==> src/rtl/asm_pkg.sv <==
/*
  Constants and types for the status and mode register block.
  Assumes a single clock domain and a serial link sampled on clk_sys.
*/
package asm_pkg;

  // ==========================================================
  // Register addresses
  localparam int ADDR_W = 3;
  localparam logic [2:0] ADDR_STATUS = 3'h0;
  localparam logic [2:0] ADDR_MODE = 3'h1;
  localparam logic [2:0] ADDR_CONFIG = 3'h2;
  localparam logic [2:0] ADDR_DATA = 3'h3;
  localparam logic [2:0] ADDR_IDENT = 3'h4;
  localparam logic [2:0] ADDR_PORT = 3'h5;
  localparam logic [2:0] ADDR_OFFSET = 3'h6;
  localparam logic [2:0] ADDR_GAIN = 3'h7;

  // ==========================================================
  // Register widths and reset values
  localparam int STATUS_W = 8;
  localparam int MODE_W = 16;
  localparam int SHIFT_W = 24;
  localparam int CNT_W = 5;
  localparam logic [7:0] STATUS_RESET = 8'h88;
  localparam logic [15:0] MODE_RESET = 16'h000A;
  localparam logic [4:0] BITS_8 = 5'h08;
  localparam logic [4:0] BITS_16 = 5'h10;
  localparam logic [4:0] BITS_24 = 5'h18;
  localparam logic [4:0] CMD_LAST = 5'h07;
  localparam logic [4:0] CNT_ONE = 5'h01;

  // ==========================================================
  // Field positions
  localparam int ST_RDY = 7;
  localparam int ST_ERR = 6;
  localparam int ST_CH_W = 3;
  localparam logic [1:0] ST_ZERO_BITS = 2'h0;
  localparam logic ST_ONE_BIT = 1'b1;
  localparam int CMD_RW = 6;
  localparam int CMD_RS_HI = 5;
  localparam int CMD_RS_LO = 3;
  localparam int MD_HI = 15;
  localparam int MD_LO = 13;
  localparam int MD_W = 3;
  localparam int CLK_HI = 7;
  localparam int CLK_LO = 6;
  localparam int CLK_W = 2;
  localparam int FS_HI = 3;
  localparam int FS_LO = 0;
  localparam int FS_W = 4;
  localparam logic [15:0] MODE_KEEP_MASK = 16'hE0CF;

  // ==========================================================
  // Codes
  localparam logic [2:0] MD_CONTINUOUS = 3'h0;
  localparam logic [1:0] CLK_INT = 2'h0;
  localparam logic [1:0] CLK_INT_OUT = 2'h1;
  localparam logic [1:0] CLK_EXT = 2'h2;
  localparam logic [1:0] CLK_EXT_DIV2 = 2'h3;

  typedef enum logic [3:0] {
    ST_IDLE = 4'h1,
    ST_CMD = 4'h2,
    ST_WR = 4'h4,
    ST_RD = 4'h8
  } asm_state_t;

  // Bits carried by each register on the link
  function automatic logic [4:0] asm_reg_bits(input logic [2:0] a);
    logic [4:0] n;
    n = BITS_8;
    case (a)
      ADDR_MODE, ADDR_CONFIG: n = BITS_16;
      ADDR_DATA, ADDR_OFFSET, ADDR_GAIN: n = BITS_24;
      default: n = BITS_8;
    endcase
    return n;
  endfunction

endpackage

==> src/rtl/asm_shreg.sv <==
/*
  Parameterised shift register, MSB first, shifting left.
  Assumes load and shift are qualified by the caller.
*/
`timescale 1ns/1ps
`default_nettype none
module asm_shreg #(
  parameter int W = 8
) (
  input wire logic clk_sys,
  input wire logic reset,
  input wire logic load,
  input wire logic [W-1:0] load_val,
  input wire logic shift,
  input wire logic sin,
  output logic [W-1:0] q
);
  // ==========================================================
  // Storage
  always_ff @(posedge clk_sys or posedge reset) begin
    if (reset) begin
      q <= '0;
    end else if (load) begin
      q <= load_val;
    end else if (shift) begin
      q <= {q[W-2:0], sin};
    end
  end
endmodule
`default_nettype wire

==> src/rtl/asm_status_mode.sv <==
/*
  Status and mode registers behind a 3-wire serial register link.
  Assumes sclk, din and cs_n are synchronous to clk_sys and slower than it;
  the converter core reports results, clamping, channel and power-down.
*/
`timescale 1ns/1ps
`default_nettype none

// Behaviour
// RULE1 - Eight-bit status register, read only
// RULE2 - Host reads status with address zero
// RULE3 - Status shifts out bit 7 first
// RULE4 - Status resets to 0x88
// RULE5 - Bits 5,4 read zero, bit 3 one
// RULE6 - Ready low when new result stored
// RULE7 - Ready high after data read, before update
// RULE8 - Ready high on entering power-down
// RULE9 - Output pin also shows ready
// RULE10 - Error updated with the ready flag
// RULE11 - Error set on clamped result
// RULE12 - Error cleared by conversion-starting write
// RULE13 - Bits 2..0 show channel being converted
// RULE14 - Sixteen-bit mode register, address 001, 0x000A
// RULE15 - Mode shifted bit 15 first
// RULE16 - Mode write resets filter, raises ready
// RULE17 - Mode bits 15..13 select operating mode
// RULE18 - Host writes zeros to mode 12..8
// RULE19 - Mode bits 7,6 select clock source
// RULE20 - Clock codes: int, int out, ext, ext/2
// RULE21 - Command byte: zero start, rw, address
// RULE22 - Mode code 000 is continuous, default
// RULE23 - Status read leaves flags unchanged
// RULE24 - Mode 5,4 zero; 3..0 rate, 1010
module asm_status_mode (
  input wire logic clk_sys,
  input wire logic reset,
  input wire logic sclk,
  input wire logic din,
  input wire logic cs_n,
  output logic dout_rdy,
  output logic dout_oe,
  input wire logic conv_done,
  input wire logic conv_clamped,
  input wire logic [asm_pkg::ST_CH_W-1:0] conv_channel,
  input wire logic pre_update,
  input wire logic power_down,
  output logic filter_reset,
  output logic [asm_pkg::MD_W-1:0] operating_mode_field,
  output logic continuous_mode,
  output logic [asm_pkg::CLK_W-1:0] timing_source_field,
  output logic clk_pin_drive,
  output logic ext_clk_sel,
  output logic ext_clk_div2,
  output logic [asm_pkg::FS_W-1:0] update_rate_field
);
  import asm_pkg::*;

  // ==========================================================
  // State
  asm_state_t state_q, state_d;
  logic [CNT_W-1:0] cnt_q, cnt_d;
  logic [ADDR_W-1:0] addr_q, addr_d;
  logic [4:0] len_q, len_d;
  logic sclk_q, pd_q, rdy_q, rdy_d, err_q, err_d, dout_q, dout_d, oe_q;
  logic filt_q, cont_q, pin_q, ext_q, div2_q;
  logic [ST_CH_W-1:0] ch_q;
  logic [MODE_W-1:0] mode_q, mode_d;
  logic [MODE_W-1:0] rx_q;
  logic [SHIFT_W-1:0] tx_q;

  // ==========================================================
  // Link decode
  wire sclk_rise = !cs_n && sclk && !sclk_q;
  wire sclk_fall = !cs_n && !sclk && sclk_q;
  wire [STATUS_W-1:0] cmd_byte = {rx_q[STATUS_W-2:0], din};
  wire cmd_rw = cmd_byte[CMD_RW];
  wire [ADDR_W-1:0] cmd_addr = cmd_byte[CMD_RS_HI:CMD_RS_LO];
  wire cmd_done = (state_q == ST_CMD) && sclk_rise && (cnt_q == CMD_LAST); // RULE21
  wire last_bit = sclk_rise && (cnt_q == len_q - CNT_ONE);
  wire wr_done = (state_q == ST_WR) && last_bit;
  wire rd_done = (state_q == ST_RD) && last_bit;
  wire mode_wr = wr_done && (addr_q == ADDR_MODE);
  wire [MODE_W-1:0] wr_val = {rx_q[MODE_W-2:0], din}; // RULE15
  wire data_read = rd_done && (addr_q == ADDR_DATA);
  wire pd_rise = power_down && !pd_q;
  wire rdy_set = data_read || pre_update || pd_rise || mode_wr; // RULE7 RULE8 RULE16
  wire tx_load = cmd_done && cmd_rw;
  wire tx_shift = (state_q == ST_RD) && sclk_fall && (cnt_q != '0);

  // Fixed bits are wired, never stored
  wire [STATUS_W-1:0] status_w = {rdy_q, err_q, ST_ZERO_BITS, ST_ONE_BIT, ch_q}; // RULE5 RULE13

  // Reads are MSB aligned; other registers read as zero here
  wire [SHIFT_W-1:0] tx_val =
    (cmd_addr == ADDR_STATUS) ? {status_w, {(SHIFT_W-STATUS_W){1'b0}}} : // RULE3 RULE23
    (cmd_addr == ADDR_MODE) ? {mode_q, {(SHIFT_W-MODE_W){1'b0}}} : // RULE15
    '0;

  // ==========================================================
  // Shift registers
  asm_shreg #(.W(MODE_W)) u_rx (
    .clk_sys(clk_sys),
    .reset(reset),
    .load(cs_n),
    .load_val('0),
    .shift(sclk_rise),
    .sin(din),
    .q(rx_q)
  );

  asm_shreg #(.W(SHIFT_W)) u_tx (
    .clk_sys(clk_sys),
    .reset(reset),
    .load(tx_load),
    .load_val(tx_val),
    .shift(tx_shift),
    .sin(1'b0),
    .q(tx_q)
  );

  // ==========================================================
  // Link sequencer
  always_comb begin
    state_d = state_q;
    cnt_d = cnt_q;
    addr_d = addr_q;
    len_d = len_q;
    if (cs_n) begin
      state_d = ST_IDLE;
      cnt_d = '0;
    end else begin
      unique case (state_q)
        ST_IDLE: begin
          if (sclk_rise && !din) begin // RULE21
            state_d = ST_CMD;
            cnt_d = CNT_ONE;
          end
        end
        ST_CMD: begin
          if (cmd_done) begin
            addr_d = cmd_addr;
            len_d = asm_reg_bits(cmd_addr);
            cnt_d = '0;
            if (cmd_rw) begin
              state_d = ST_RD;
            end else if (cmd_addr == ADDR_STATUS) begin // RULE1
              state_d = ST_IDLE;
            end else begin
              state_d = ST_WR;
            end
          end else if (sclk_rise) begin
            cnt_d = cnt_q + CNT_ONE;
          end
        end
        ST_WR, ST_RD: begin
          if (last_bit) begin
            state_d = ST_IDLE;
            cnt_d = '0;
          end else if (sclk_rise) begin
            cnt_d = cnt_q + CNT_ONE;
          end
        end
      endcase
    end
  end

  // ==========================================================
  // Status flags: a stored result wins over any raising event
  assign rdy_d = conv_done ? 1'b0 : (rdy_set ? 1'b1 : rdy_q); // RULE6 RULE7 RULE8
  assign err_d = conv_done ? conv_clamped : (mode_wr ? 1'b0 : err_q); // RULE10 RULE11 RULE12

  // ==========================================================
  // Mode register
  assign mode_d = mode_wr ? (wr_val & MODE_KEEP_MASK) : mode_q; // RULE14 RULE24

  // Pin shows read data during a read, the ready flag otherwise
  assign dout_d = (state_q == ST_RD) ? tx_q[SHIFT_W-1] : rdy_q; // RULE9

  // ==========================================================
  // Flip-flops
  always_ff @(posedge clk_sys or posedge reset) begin
    if (reset) begin
      state_q <= ST_IDLE;
      cnt_q <= '0;
      addr_q <= ADDR_STATUS;
      len_q <= BITS_8;
      sclk_q <= 1'b1;
      pd_q <= 1'b0;
    end else begin
      state_q <= state_d;
      cnt_q <= cnt_d;
      addr_q <= addr_d;
      len_q <= len_d;
      sclk_q <= sclk;
      pd_q <= power_down;
    end
  end

  always_ff @(posedge clk_sys or posedge reset) begin
    if (reset) begin
      rdy_q <= STATUS_RESET[ST_RDY]; // RULE4
      err_q <= STATUS_RESET[ST_ERR];
      ch_q <= STATUS_RESET[ST_CH_W-1:0];
    end else begin
      rdy_q <= rdy_d;
      err_q <= err_d;
      ch_q <= conv_channel; // RULE13
    end
  end

  always_ff @(posedge clk_sys or posedge reset) begin
    if (reset) begin
      mode_q <= MODE_RESET; // RULE14 RULE22
      filt_q <= 1'b0;
      cont_q <= 1'b1;
      pin_q <= 1'b0;
      ext_q <= 1'b0;
      div2_q <= 1'b0;
    end else begin
      mode_q <= mode_d;
      filt_q <= mode_wr; // RULE16
      cont_q <= mode_d[MD_HI:MD_LO] == MD_CONTINUOUS; // RULE17 RULE22
      pin_q <= mode_d[CLK_HI:CLK_LO] == CLK_INT_OUT; // RULE19 RULE20
      ext_q <= mode_d[CLK_HI:CLK_LO] == CLK_EXT || mode_d[CLK_HI:CLK_LO] == CLK_EXT_DIV2;
      div2_q <= mode_d[CLK_HI:CLK_LO] == CLK_EXT_DIV2; // RULE20
    end
  end

  always_ff @(posedge clk_sys or posedge reset) begin
    if (reset) begin
      dout_q <= STATUS_RESET[ST_RDY];
      oe_q <= 1'b0;
    end else begin
      dout_q <= dout_d;
      oe_q <= !cs_n;
    end
  end

  // ==========================================================
  // Outputs
  assign dout_rdy = dout_q;
  assign dout_oe = oe_q;
  assign filter_reset = filt_q;
  assign operating_mode_field = mode_q[MD_HI:MD_LO]; // RULE17
  assign continuous_mode = cont_q;
  assign timing_source_field = mode_q[CLK_HI:CLK_LO]; // RULE19
  assign clk_pin_drive = pin_q;
  assign ext_clk_sel = ext_q;
  assign ext_clk_div2 = div2_q;
  assign update_rate_field = mode_q[FS_HI:FS_LO]; // RULE24

  // ==========================================================
  // Checks
  a_status_fixed_bits: assert property (@(posedge clk_sys) disable iff (reset) // RULE5
    status_w[5:4] == 2'h0 && status_w[3] == 1'b1)
    else $error("status fixed bits wrong");

  a_status_write_ignored: assert property (@(posedge clk_sys) disable iff (reset) // RULE1
    cmd_done && !cmd_rw && cmd_addr == ADDR_STATUS |=> state_q == ST_IDLE)
    else $error("write to status entered data phase");

  a_status_msb_first: assert property (@(posedge clk_sys) disable iff (reset) // RULE3
    tx_load && cmd_addr == ADDR_STATUS |=> tx_q[23:16] == $past(status_w))
    else $error("status not loaded msb first");

  a_rdy_result_clear: assert property (@(posedge clk_sys) disable iff (reset) // RULE6
    conv_done |=> !rdy_q)
    else $error("ready not cleared on new result");

  a_rdy_power_down: assert property (@(posedge clk_sys) disable iff (reset) // RULE8
    $rose(power_down) && !conv_done |=> rdy_q)
    else $error("ready not raised on power-down");

  a_err_clamp_set: assert property (@(posedge clk_sys) disable iff (reset) // RULE11
    conv_done |=> err_q == $past(conv_clamped) && !rdy_q)
    else $error("error flag not written with ready");

  a_mode_write_effects: assert property (@(posedge clk_sys) disable iff (reset) // RULE16
    mode_wr && !conv_done |=> filter_reset && rdy_q && !err_q ##1 !filter_reset)
    else $error("mode write effects wrong");

  a_mode_zero_bits: assert property (@(posedge clk_sys) disable iff (reset) // RULE24
    mode_q[12:8] == 5'h00 && mode_q[5:4] == 2'h0)
    else $error("mode reserved bits not zero");

  a_pin_shows_ready: assert property (@(posedge clk_sys) disable iff (reset) // RULE9
    state_q != ST_RD |=> dout_rdy == $past(rdy_q))
    else $error("pin does not follow ready flag");

  a_status_read_quiet: assert property (@(posedge clk_sys) disable iff (reset) // RULE23
    rd_done && addr_q == ADDR_STATUS && !conv_done && !pre_update && !$rose(power_down)
    |=> rdy_q == $past(rdy_q) && err_q == $past(err_q))
    else $error("status read changed flags");

endmodule
`default_nettype wire

==> config.mk <==
export PLATFORM = sky130hd
export DESIGN_NAME = asm_status_mode
export DESIGN_NICKNAME = d
export VERILOG_FILES = /design/src/rtl/asm_pkg.sv /design/src/rtl/asm_shreg.sv /design/src/rtl/asm_status_mode.sv
export SDC_FILE = /design/constraint.sdc
export NUM_CORES = 1
export LEC_CHECK = 0
export ABC_AREA = 0
export ABC_CLOCK_PERIOD_IN_PS = 2600
export BUFFER_PORTS_ARGS = -buffer_cell sky130_fd_sc_hd__buf_2
export CAP_MARGIN = 20
export CORE_UTILIZATION = 30
export CTS_CLUSTER_DIAMETER = 150
export CTS_CLUSTER_SIZE = 30
export DETAILED_ROUTE_END_ITERATION = 6
export GPL_TIMING_DRIVEN = 1
export PLACE_DENSITY = 0.55
export SLEW_MARGIN = 0
export SYNTH_ARGS = -nofsm -noshare
export SYNTH_HDL_FRONTEND = slang
export SYNTH_HIERARCHICAL = 1
export SYNTH_SLANG_ARGS = --single-unit
==> constraint.sdc <==
create_clock -name clk_sys -period 2.6 [get_ports clk_sys]
set_input_delay 0.52 -clock clk_sys [delete_from_list [all_inputs] [get_ports clk_sys]]
set_output_delay 0.52 -clock clk_sys [all_outputs]
set_load 0.01 [all_outputs]
==> impl_metrics.tcl, run 1 <==
set metrics [dict create \
    status "completed" \
    pwr-share-comb_pct 6.4 \
    grt_pass1_wl_um 12700 \
    first_pass_iters 4 \
    drtIter0Drc 119 \
    slew_headroom_pct 38.5 \
    internal_power_w 0.00212 \
    diodes 0 \
    swShare_pct 22.4 \
    die_h_um 113 \
    max-clock-path-buffers 2 \
    area_delta_synth_final_pct 18.5 \
    drt.antenna.violating_nets 0 \
    netlist_area_mm2 0.00368 \
    ios 28 \
    cts_tree "done" \
    rows 40 \
    drcViolationCount 0 \
    dpl_worst_slack_ns 0.330 \
    gp_congestion 0.800 \
    path_max_fanout 4 \
    vias 2540 \
    end_kind "flop" \
    dieArea_mm2 0.0127 \
    post-dp-hpwl_um 5230 \
    fin_crit_ns 2.06 \
    drive_gt1_share_pct 19.8 \
    grt_overflow 0 \
    wirelength_um 7510 \
    power_leakage_nw 1.99 \
    cts_setup_buffers 0 \
    drv_slew 0 \
    clock_sinks 75 \
    die_width_um 113 \
    antenna_found_initial 0 \
    slowest_delay_ns 0.55 \
    drv_cap 0 \
    setup_tns_ns 0 \
    design.core.area_mm2 0.0120 \
    worstMarginPinSlew_ns 0.921 \
    seq_power_share_pct 45.6 \
    required_ns 2.81 \
    crit_arrival_ns 2.28 \
    p_clk_share_pct 48.0 \
    setup.worst_path.start_class "flop" \
    grt_max_degree 50 \
    timing.final.crit_share_pct 79.4 \
    portBuffers 27 \
    routedWlPerCell_um 13.8 \
    yosysWarnings 6 \
    path_clk_slew_ns 0.06 \
    slowest_stage "dfstp_2" \
    first_global_vias 2437 \
    layout_setup_ws_ns 0.536 \
    rsz0062_at_grt "no" \
    hold_violations 0 \
    peakVddDrop_uv 356 \
    vias_per_cell 4.66 \
    h-tree-depth 3 \
    cts_inserted_buffers 9 \
    grtUsageTotal_pct 13.0 \
    initial_core_util_pct 30.8 \
    clk_latency_ns 0.33 \
    finalClockSkew_ns 0.00439 \
    avgSynthCellArea_um2 10.9 \
    p_per_area_mw_per_mm2 628 \
    max_freq_mhz 485 \
    crit_type "reg -> reg" \
    p_switching_w 0.000614 \
    worstHoldPathType "in -> async" \
    syn_inst 339 \
    cts-resized-gates 0 \
    final-setup-viol-count 0 \
    cts_hold_buf 0 \
    crit_chain "or2b_2 -> mux2i_2 -> nand4_4 -> or4_1 -> o41ai_1" \
    ctsRootBufferMaster "clkbuf_16" \
    nNetsFinal 407 \
]
==> critical path: cells and delay by family (launching register included) <==
family	cells	cell delay (ns)
and+or+nand+nor	3	0.92
DFF	1	0.55
muxes	1	0.37
AOI/OAI and AO/OA	1	0.10
==> stage by stage <==
stage / cells / cell area, um^2 / hold slack (ns) / util (%) / power, W
2_1_floorplan: 365 / 3780 / 0.421 / - / 0.00138
3_3_place_gp: 529 / 4040 / 0.490 / 33.7 / 0.00144
3_5_place_dp: 529 / 4040 / 0.499 / 33.7 / 0.00145
4_1_cts: 545 / 4360 / 0.280 / 36.4 / 0.00278
5_1_grt: 545 / 4360 / 0.290 / 36.4 / 0.00286
6_report: 545 / 4360 / 0.270 / 36.4 / 0.00274
==> cells in the final DEF, fill, tap and decap left out, types with 2 or more instances in the layout <==
cell type  instances
a211oi_1           2
a21o_1             2
a21oi_1           10
a22o_1             3
a31oi_1            2
and2_1            11
buf_12             2
buf_2             27
buf_4              5
clkbuf_16          9
clkbuf_8           4
conb_1            27
dfrtp_1           67
dfstp_2            8
ha_1               2
inv_1             11
mux2_2             9
mux2_4             2
mux2i_1           39
nand2_1           51
nand3_1            3
nand3b_1           3
nor2_1             7
nor3_1             2
nor3b_1            3
nor4b_1            2
o21ai_0           21
o21ai_1           31
xnor2_1            2
==> sequential cells by signal (all words and copies together), names as in the netlist, 2 cells and up <==
register  flops
addr_q        3
ch_q          3
cnt_q         5
len_q         2
mode_q        8
state_q       4
u_rx/q       15
u_tx/q       24
==> area by class of cell <==
type,instances,area [um^2]
Clock buffer,13,280
Clock inverter,3,43.8
Tap cell,147,184
Sequential cell,75,1890
Timing Repair Buffer,34,213
Inverter,12,45.0
Fill cell,1172,7600
Multi-Input combinational cell,261,1710
==> per-layer routing <==
metal	up-vias	track usage, %	share of wire, %
li1	1274	-	-
met1	1230	18.2	49
met2	27	19.2	47
met3	9	3.54	2.7
met4	0	5.07	1.2
met5	-	0	0
==> path summary, 6_finish.rpt <==
path	startpoint	to	slack, ns	cells past startpoint
hold reg to reg	len_q[3]	len_q[3]	0.50	2
max in group asynchronous	reset	u_tx/q[5]	1.62	2
hold / removal	reset	u_rx/q[6]	0.27	2
setup / recovery	len_q[3]	continuous_mode	0.54	5
setup reg to reg	len_q[3]	continuous_mode	0.54	5
min in group clk_sys	conv_channel[0]	ch_q[0]	0.30	1
==> power by group through the flow <==
stage | clock network [W] | logic, W | registers [W]
after global placement | 0 | 0.000175 | 0.00127
after CTS | 0.00136 | 0.000179 | 0.00125
final | 0.00131 | 0.000175 | 0.00125
after global routing | 0.00140 | 0.000200 | 0.00126
after detailed placement | 0 | 0.000178 | 0.00127
after floorplan | 0 | 0.000127 | 0.00126
Note: power is estimated with default switching activity, not from simulation.
==> inputs of run 2 (changes only) <==
Settings changed: ABC_CLOCK_PERIOD_IN_PS 2600 to 1700, PLACE_DENSITY 0.55 to 0.56.
Clock period 2.6 ns to 1.7 ns, I/O delays scaled along.
==> run 2 against run 1 <==
  * The flow now finishes with violations (negative setup slack)
  * Global-route usage up 1.5 points
  * Wire length up 19%
  * Worst setup slack worse by 0.68 ns
  * Utilization up 5.3 points
  * Sequential power up 53%
  * Critical endpoint is now cnt_q[2]
  * Largest power group is now sequential cells
==> impl_metrics.tcl, run 2 (synthesis results as in run 1) <==
set metrics [dict create \
    status "finished with violations" \
    violations "negative setup slack" \
    numPlacedInstances 561 \
    first_pass_iters 4 \
    seq_power_share_pct 48.2 \
    holdWs_ns 0.0784 \
    end_kind "flop" \
    worstMarginPinSlew_ns 0.569 \
    slowest_delay_ns 0.44 \
    routedWlPerCell_um 14.9 \
    h-tree-depth 3 \
    p_switching_w 0.000941 \
    rows 40 \
    layout_setup_ws_ns -0.142 \
    slowest_stage "dfrtp_1" \
    drcViolationCount 0 \
    peakVddDrop_uv 502 \
    vias 2758 \
    path_clk_slew_ns 0.06 \
    design.core.area_mm2 0.0120 \
    nNetsFinal 463 \
    cts_tree "done" \
    drv_cap 0 \
    slew_headroom_pct 62.0 \
    rsz0062_at_grt "yes" \
    setup.worst_path.start_class "flop" \
    power_leakage_nw 2.30 \
    dieArea_mm2 0.0127 \
    worstHoldPathType "in -> async" \
    area_delta_synth_final_pct 35.8 \
    cts_inserted_buffers 9 \
    path_max_fanout 5 \
    crit_chain "buf_4 -> nor4b_2 -> o211a_1 -> nor3_1 -> a21o_1 -> a22o_1" \
    grt_max_degree 37 \
    drtIter0Drc 135 \
    grt_pass1_wl_um 14200 \
    required_ns 1.92 \
    first_global_vias 2814 \
    post-dp-hpwl_um 5800 \
    crit_type "reg -> reg" \
    final_cells 600 \
    wirelength_um 8920 \
    swShare_pct 23.8 \
    final-setup-viol-count 39 \
    p_total_w 0.00396 \
    die_width_um 113 \
    initial_core_util_pct 30.8 \
    post-route-util_pct 41.8 \
    grtUsageTotal_pct 14.5 \
    p_clk_share_pct 43.0 \
    pwr-share-comb_pct 8.8 \
    setup.worst_path.start "state_q[1]" \
    reg.largest.list "u_tx/q (24), u_rx/q (15), mode_q (8)" \
    die_h_um 113 \
    final_cell_mix "67 x dfrtp_1, 47 x nand2_1, 43 x buf_4" \
    p_per_area_mw_per_mm2 793 \
    vias_per_cell 4.60 \
    crit_arrival_ns 2.06 \
    largest_reg_flops 24 \
    internal_power_w 0.00302 \
    antenna_found_initial 0 \
    timing.final.crit_share_pct 108 \
    largest-register "u_tx/q" \
    ios 28 \
    max_freq_mhz 543 \
    num-fill-cells 1137 \
    drive_gt1_share_pct 34.2 \
    portBuffers 27 \
    crit_family "compound AO/OA/AOI/OAI gates" \
    path_buf_inv 1 \
    mostFrequentLayoutCell "dfrtp_1" \
    diodes 0 \
    drv_slew 0 \
    fin_crit_ns 1.84 \
    max-clock-path-buffers 2 \
    cts_hold_buf 0 \
    r2r_start "state_q[1]" \
    clock_sinks 75 \
    drt.antenna.violating_nets 0 \
    finalClockSkew_ns 0.00603 \
    clk_latency_ns 0.33 \
    gp_congestion 0.875 \
    hold_violations 0 \
    grt_overflow 0 \
    ctsRootBufferMaster "clkbuf_16" \
]
==> run 2: cell types whose count changed in the layout (fill, tap and decap cells not counted), sizes merged <==
cell	previous run	this run
clkinv	3	2
clkbuf	13	17
clkinvlp	0	1
bufinv	1	0
buf	34	86
==> run 2: path summary, 6_finish.rpt <==
path                        endpoint  slack, ns  cells past startpoint
setup / recovery            cnt_q[2]      -0.14                      6
hold / removal             u_tx/q[7]       0.08                      3
setup reg to reg            cnt_q[2]      -0.14                      6
hold reg to reg            addr_q[0]       0.51                      1
max in group asynchronous   dout_rdy       1.18                      3
min in group clk_sys         ch_q[0]       0.12                      1
==> run 2: worst reg2reg max path, cell delays in order (launching register included) <==
cell     delay (ns)
dfrtp_1        0.44
buf_4          0.17
nor4b_2        0.40
o211a_1        0.32
nor3_1         0.07
a21o_1         0.15
a22o_1         0.18
==> run 2: metal layers <==
metal,wire length [um],GRT usage (%),vias to the layer above
met3,269,4.50,2
met5,0,0,-
met2,4560,24.4,36
li1,-,-,1380
met1,4040,18.3,1340
met4,42,3.56,0
==> run 2: metrics by stage <==
step	setup TNS [ns]	area, um^2	worst slack [ns]
after global routing	-5.74	5000	-0.207
after detailed placement	-9.60	4300	-0.253
final	-2.78	5000	-0.142
after floorplan	-1.69	3830	-0.115
after global placement	-7.83	4300	-0.219
after CTS	-1.59	4710	-0.0873
==> run 2: power by group through the flow <==
stage / Clock [W] / Sequential, W / Combinational [W]
after floorplan: 0 / 0.00192 / 0.000196
after global placement: 0 / 0.00194 / 0.000311
after detailed placement: 0 / 0.00194 / 0.000317
after CTS: 0.00176 / 0.00191 / 0.000337
after global routing: 0.00183 / 0.00192 / 0.000392
final: 0.00170 / 0.00191 / 0.000350
==> run 2: area by class of cell <==
cell class / instances / area (um^2) / area share, %
Sequential cell: 75 / 1890 / 37.8
Multi-Input combinational cell: 261 / 1830 / 36.7
Timing Repair Buffer: 90 / 783 / 15.7
Clock buffer: 13 / 250 / 5.01
Tap cell: 147 / 184 / 3.68
Inverter: 12 / 46.3 / 0.927
Clock inverter: 2 / 12.5 / 0.250
==> run 2: what timing repair did <==
action                                  4_1_cts  5_1_grt
endpoints found under the setup margin       45       42
cloned                                        1        6
pin swaps                                    10        7
resized for setup                            25       20
buffers inserted                              5       12
==> inputs of run 3 (changes only) <==
Settings changed: ABC_CLOCK_PERIOD_IN_PS 1700 to 1900, PLACE_DENSITY 0.56 to 0.55.
Clock period 1.7 ns to 1.9 ns, I/O delays scaled along.
==> run 3 against run 2 <==
  * The flow finishes with violations (design-rule violations)
  * Combinational power fell by 21%
  * Sequential share of layout area is 3.1 points higher
  * Maximum frequency grew 0.44%
  * Worst setup slack better by 0.21 ns
  * Clock skew increased by 0.0028 ns
  * Largest cell class unchanged
  * Largest power group unchanged
==> impl_metrics.tcl, run 3 (synthesis results as in run 1) <==
set metrics [dict create \
    crit_arrival_ns 2.06 \
    crit_type "reg -> reg" \
    rows 40 \
    slowest_delay_ns 0.60 \
    cts_tree "done" \
    grt_max_degree 49 \
    reg.largest.list "u_tx/q (24), u_rx/q (15), mode_q (8)" \
    grt_pass1_wl_um 13200 \
    layout_setup_ws_ns 0.0662 \
    mostFrequentLayoutCell "dfrtp_1" \
    seq_area_mm2 0.00189 \
    final_cell_mix "66 x dfrtp_1, 51 x nand2_1, 39 x mux2i_1" \
    drcViolationCount 1 \
    antenna_found_initial 0 \
    drive_gt1_share_pct 26.5 \
    die_h_um 113 \
    vias 2658 \
    setup_tns_ns 0 \
    slowest_stage "dfstp_2" \
    grtUsageTotal_pct 13.3 \
    end_kind "flop" \
    crit_chain "nor4b_2 -> buf_4 -> o211a_1 -> nor3_1 -> a21o_1 -> a22o_1" \
    vias_per_cell 4.63 \
    routedWlPerCell_um 14.4 \
    peakVddDrop_uv 389 \
    grt_overflow 0 \
    max_freq_mhz 545 \
    violations "design-rule violations" \
    first_pass_iters 6 \
    finalClockSkew_ns 0.00887 \
    placed_area_mm2 0.00421 \
    drv_slew 0 \
    crit_family "compound AO/OA/AOI/OAI gates" \
    diodes 0 \
    largest_reg_flops 24 \
    required_ns 2.12 \
    path_clk_slew_ns 0.06 \
    hold_violations 0 \
    fin_area_mm2 0.00463 \
    post-route-util_pct 38.7 \
    dieArea_mm2 0.0127 \
    fin_crit_ns 1.83 \
    worstMarginPinSlew_ns 0.599 \
    post-dp-hpwl_um 5650 \
    p_per_area_mw_per_mm2 773 \
    clock_sinks 75 \
    drtIter0Drc 142 \
    power_leakage_nw 2.13 \
    path_buf_inv 1 \
    final-setup-viol-count 0 \
    worstHoldPathType "in -> reg" \
    ios 28 \
    slew_headroom_pct 60.0 \
    path_max_fanout 5 \
    drv_cap 0 \
    drt.antenna.violating_nets 0 \
    max-clock-path-buffers 2 \
    wirelength_um 8270 \
    holdWs_ns 0.157 \
    area_delta_synth_final_pct 25.7 \
    cts_inserted_buffers 9 \
    gp_congestion 0.812 \
    nNetsFinal 436 \
    portBuffers 27 \
    largest-register "u_tx/q" \
    num-fill-cells 1220 \
    die_width_um 113 \
    status "finished with violations" \
    first_global_vias 2593 \
    ctsRootBufferMaster "clkbuf_16" \
    timing.final.crit_share_pct 96.5 \
    setup.worst_path.start_class "flop" \
    h-tree-depth 3 \
    dpl_worst_slack_ns -0.129 \
    multi_input_area_mm2 0.00176 \
    design.core.area_mm2 0.0120 \
    clk_latency_ns 0.33 \
    initial_core_util_pct 30.8 \
]
-- run 3: cell count changes in the layout (fill, tap and decap cells not counted), moves of 3 or more --
cell and change:
buf_4 -13, nand2_1 +4, o21ai_0 +7, o21ai_1 -4, nand2_2 -4, buf_6 -9
o21ai_2 -3
-- run 3: final cells by class --
class / count / share of cell area [%]
Clock buffer: 12 / 5.55
Clock inverter: 4 / 0.514
Sequential cell: 75 / 40.8
Timing Repair Buffer: 63 / 10.2
Inverter: 12 / 0.974
Multi-Input combinational cell: 261 / 38.0
Tap cell: 147 / 3.98
-- run 3: stage by stage --
step,power [W],instances
6_report,0.00358,574
5_1_grt,0.00373,574
4_1_cts,0.00361,569
3_5_place_dp,0.00200,552
3_3_place_gp,0.00200,552
2_1_floorplan,0.00189,365
-- run 3: what timing repair did --
item	4_1_cts	5_1_grt
setup endpoints to repair	3	33
gates cloned	0	2
setup buffers	0	3
resized for setup	2	10
hold buffers	1	0
endpoints found under the hold margin	4	0
pin swaps	0	3
-- run 3: routing by layer --
metal  track usage [%]  vias to the layer above  wire [um]
li1                  -                     1324          -
met1              17.3                     1279       3750
met2              21.7                       44       4130
met3              3.59                       11        290
met4              4.00                        0         93
met5                 0                        -          0
-- run 3: worst paths after layout --
path                                  from            end  slack (ns)  depth (start not counted)
setup / recovery                state_q[0]       cnt_q[2]        0.07                          6
hold / removal             conv_channel[2]        ch_q[2]        0.16                          1
setup reg to reg                state_q[0]       cnt_q[2]        0.07                          6
hold reg to reg                  addr_q[2]      addr_q[2]        0.49                          2
max in group asynchronous            reset          rdy_q        0.67                          4
min in group asynchronous            reset  clk_pin_drive        0.53                          3
-- run 3: power breakdown --
part / leakage (nW) / internal (W) / total [W] / switching, W
Clock: 0.143 / 0.000953 / 0.00159 / 0.000636
Combinational: 1.01 / 0.000117 / 0.000276 / 0.000159
Sequential: 0.975 / 0.00166 / 0.00171 / 0.0000567
Total: 2.13 / 0.00273 / 0.00358 / 0.000852
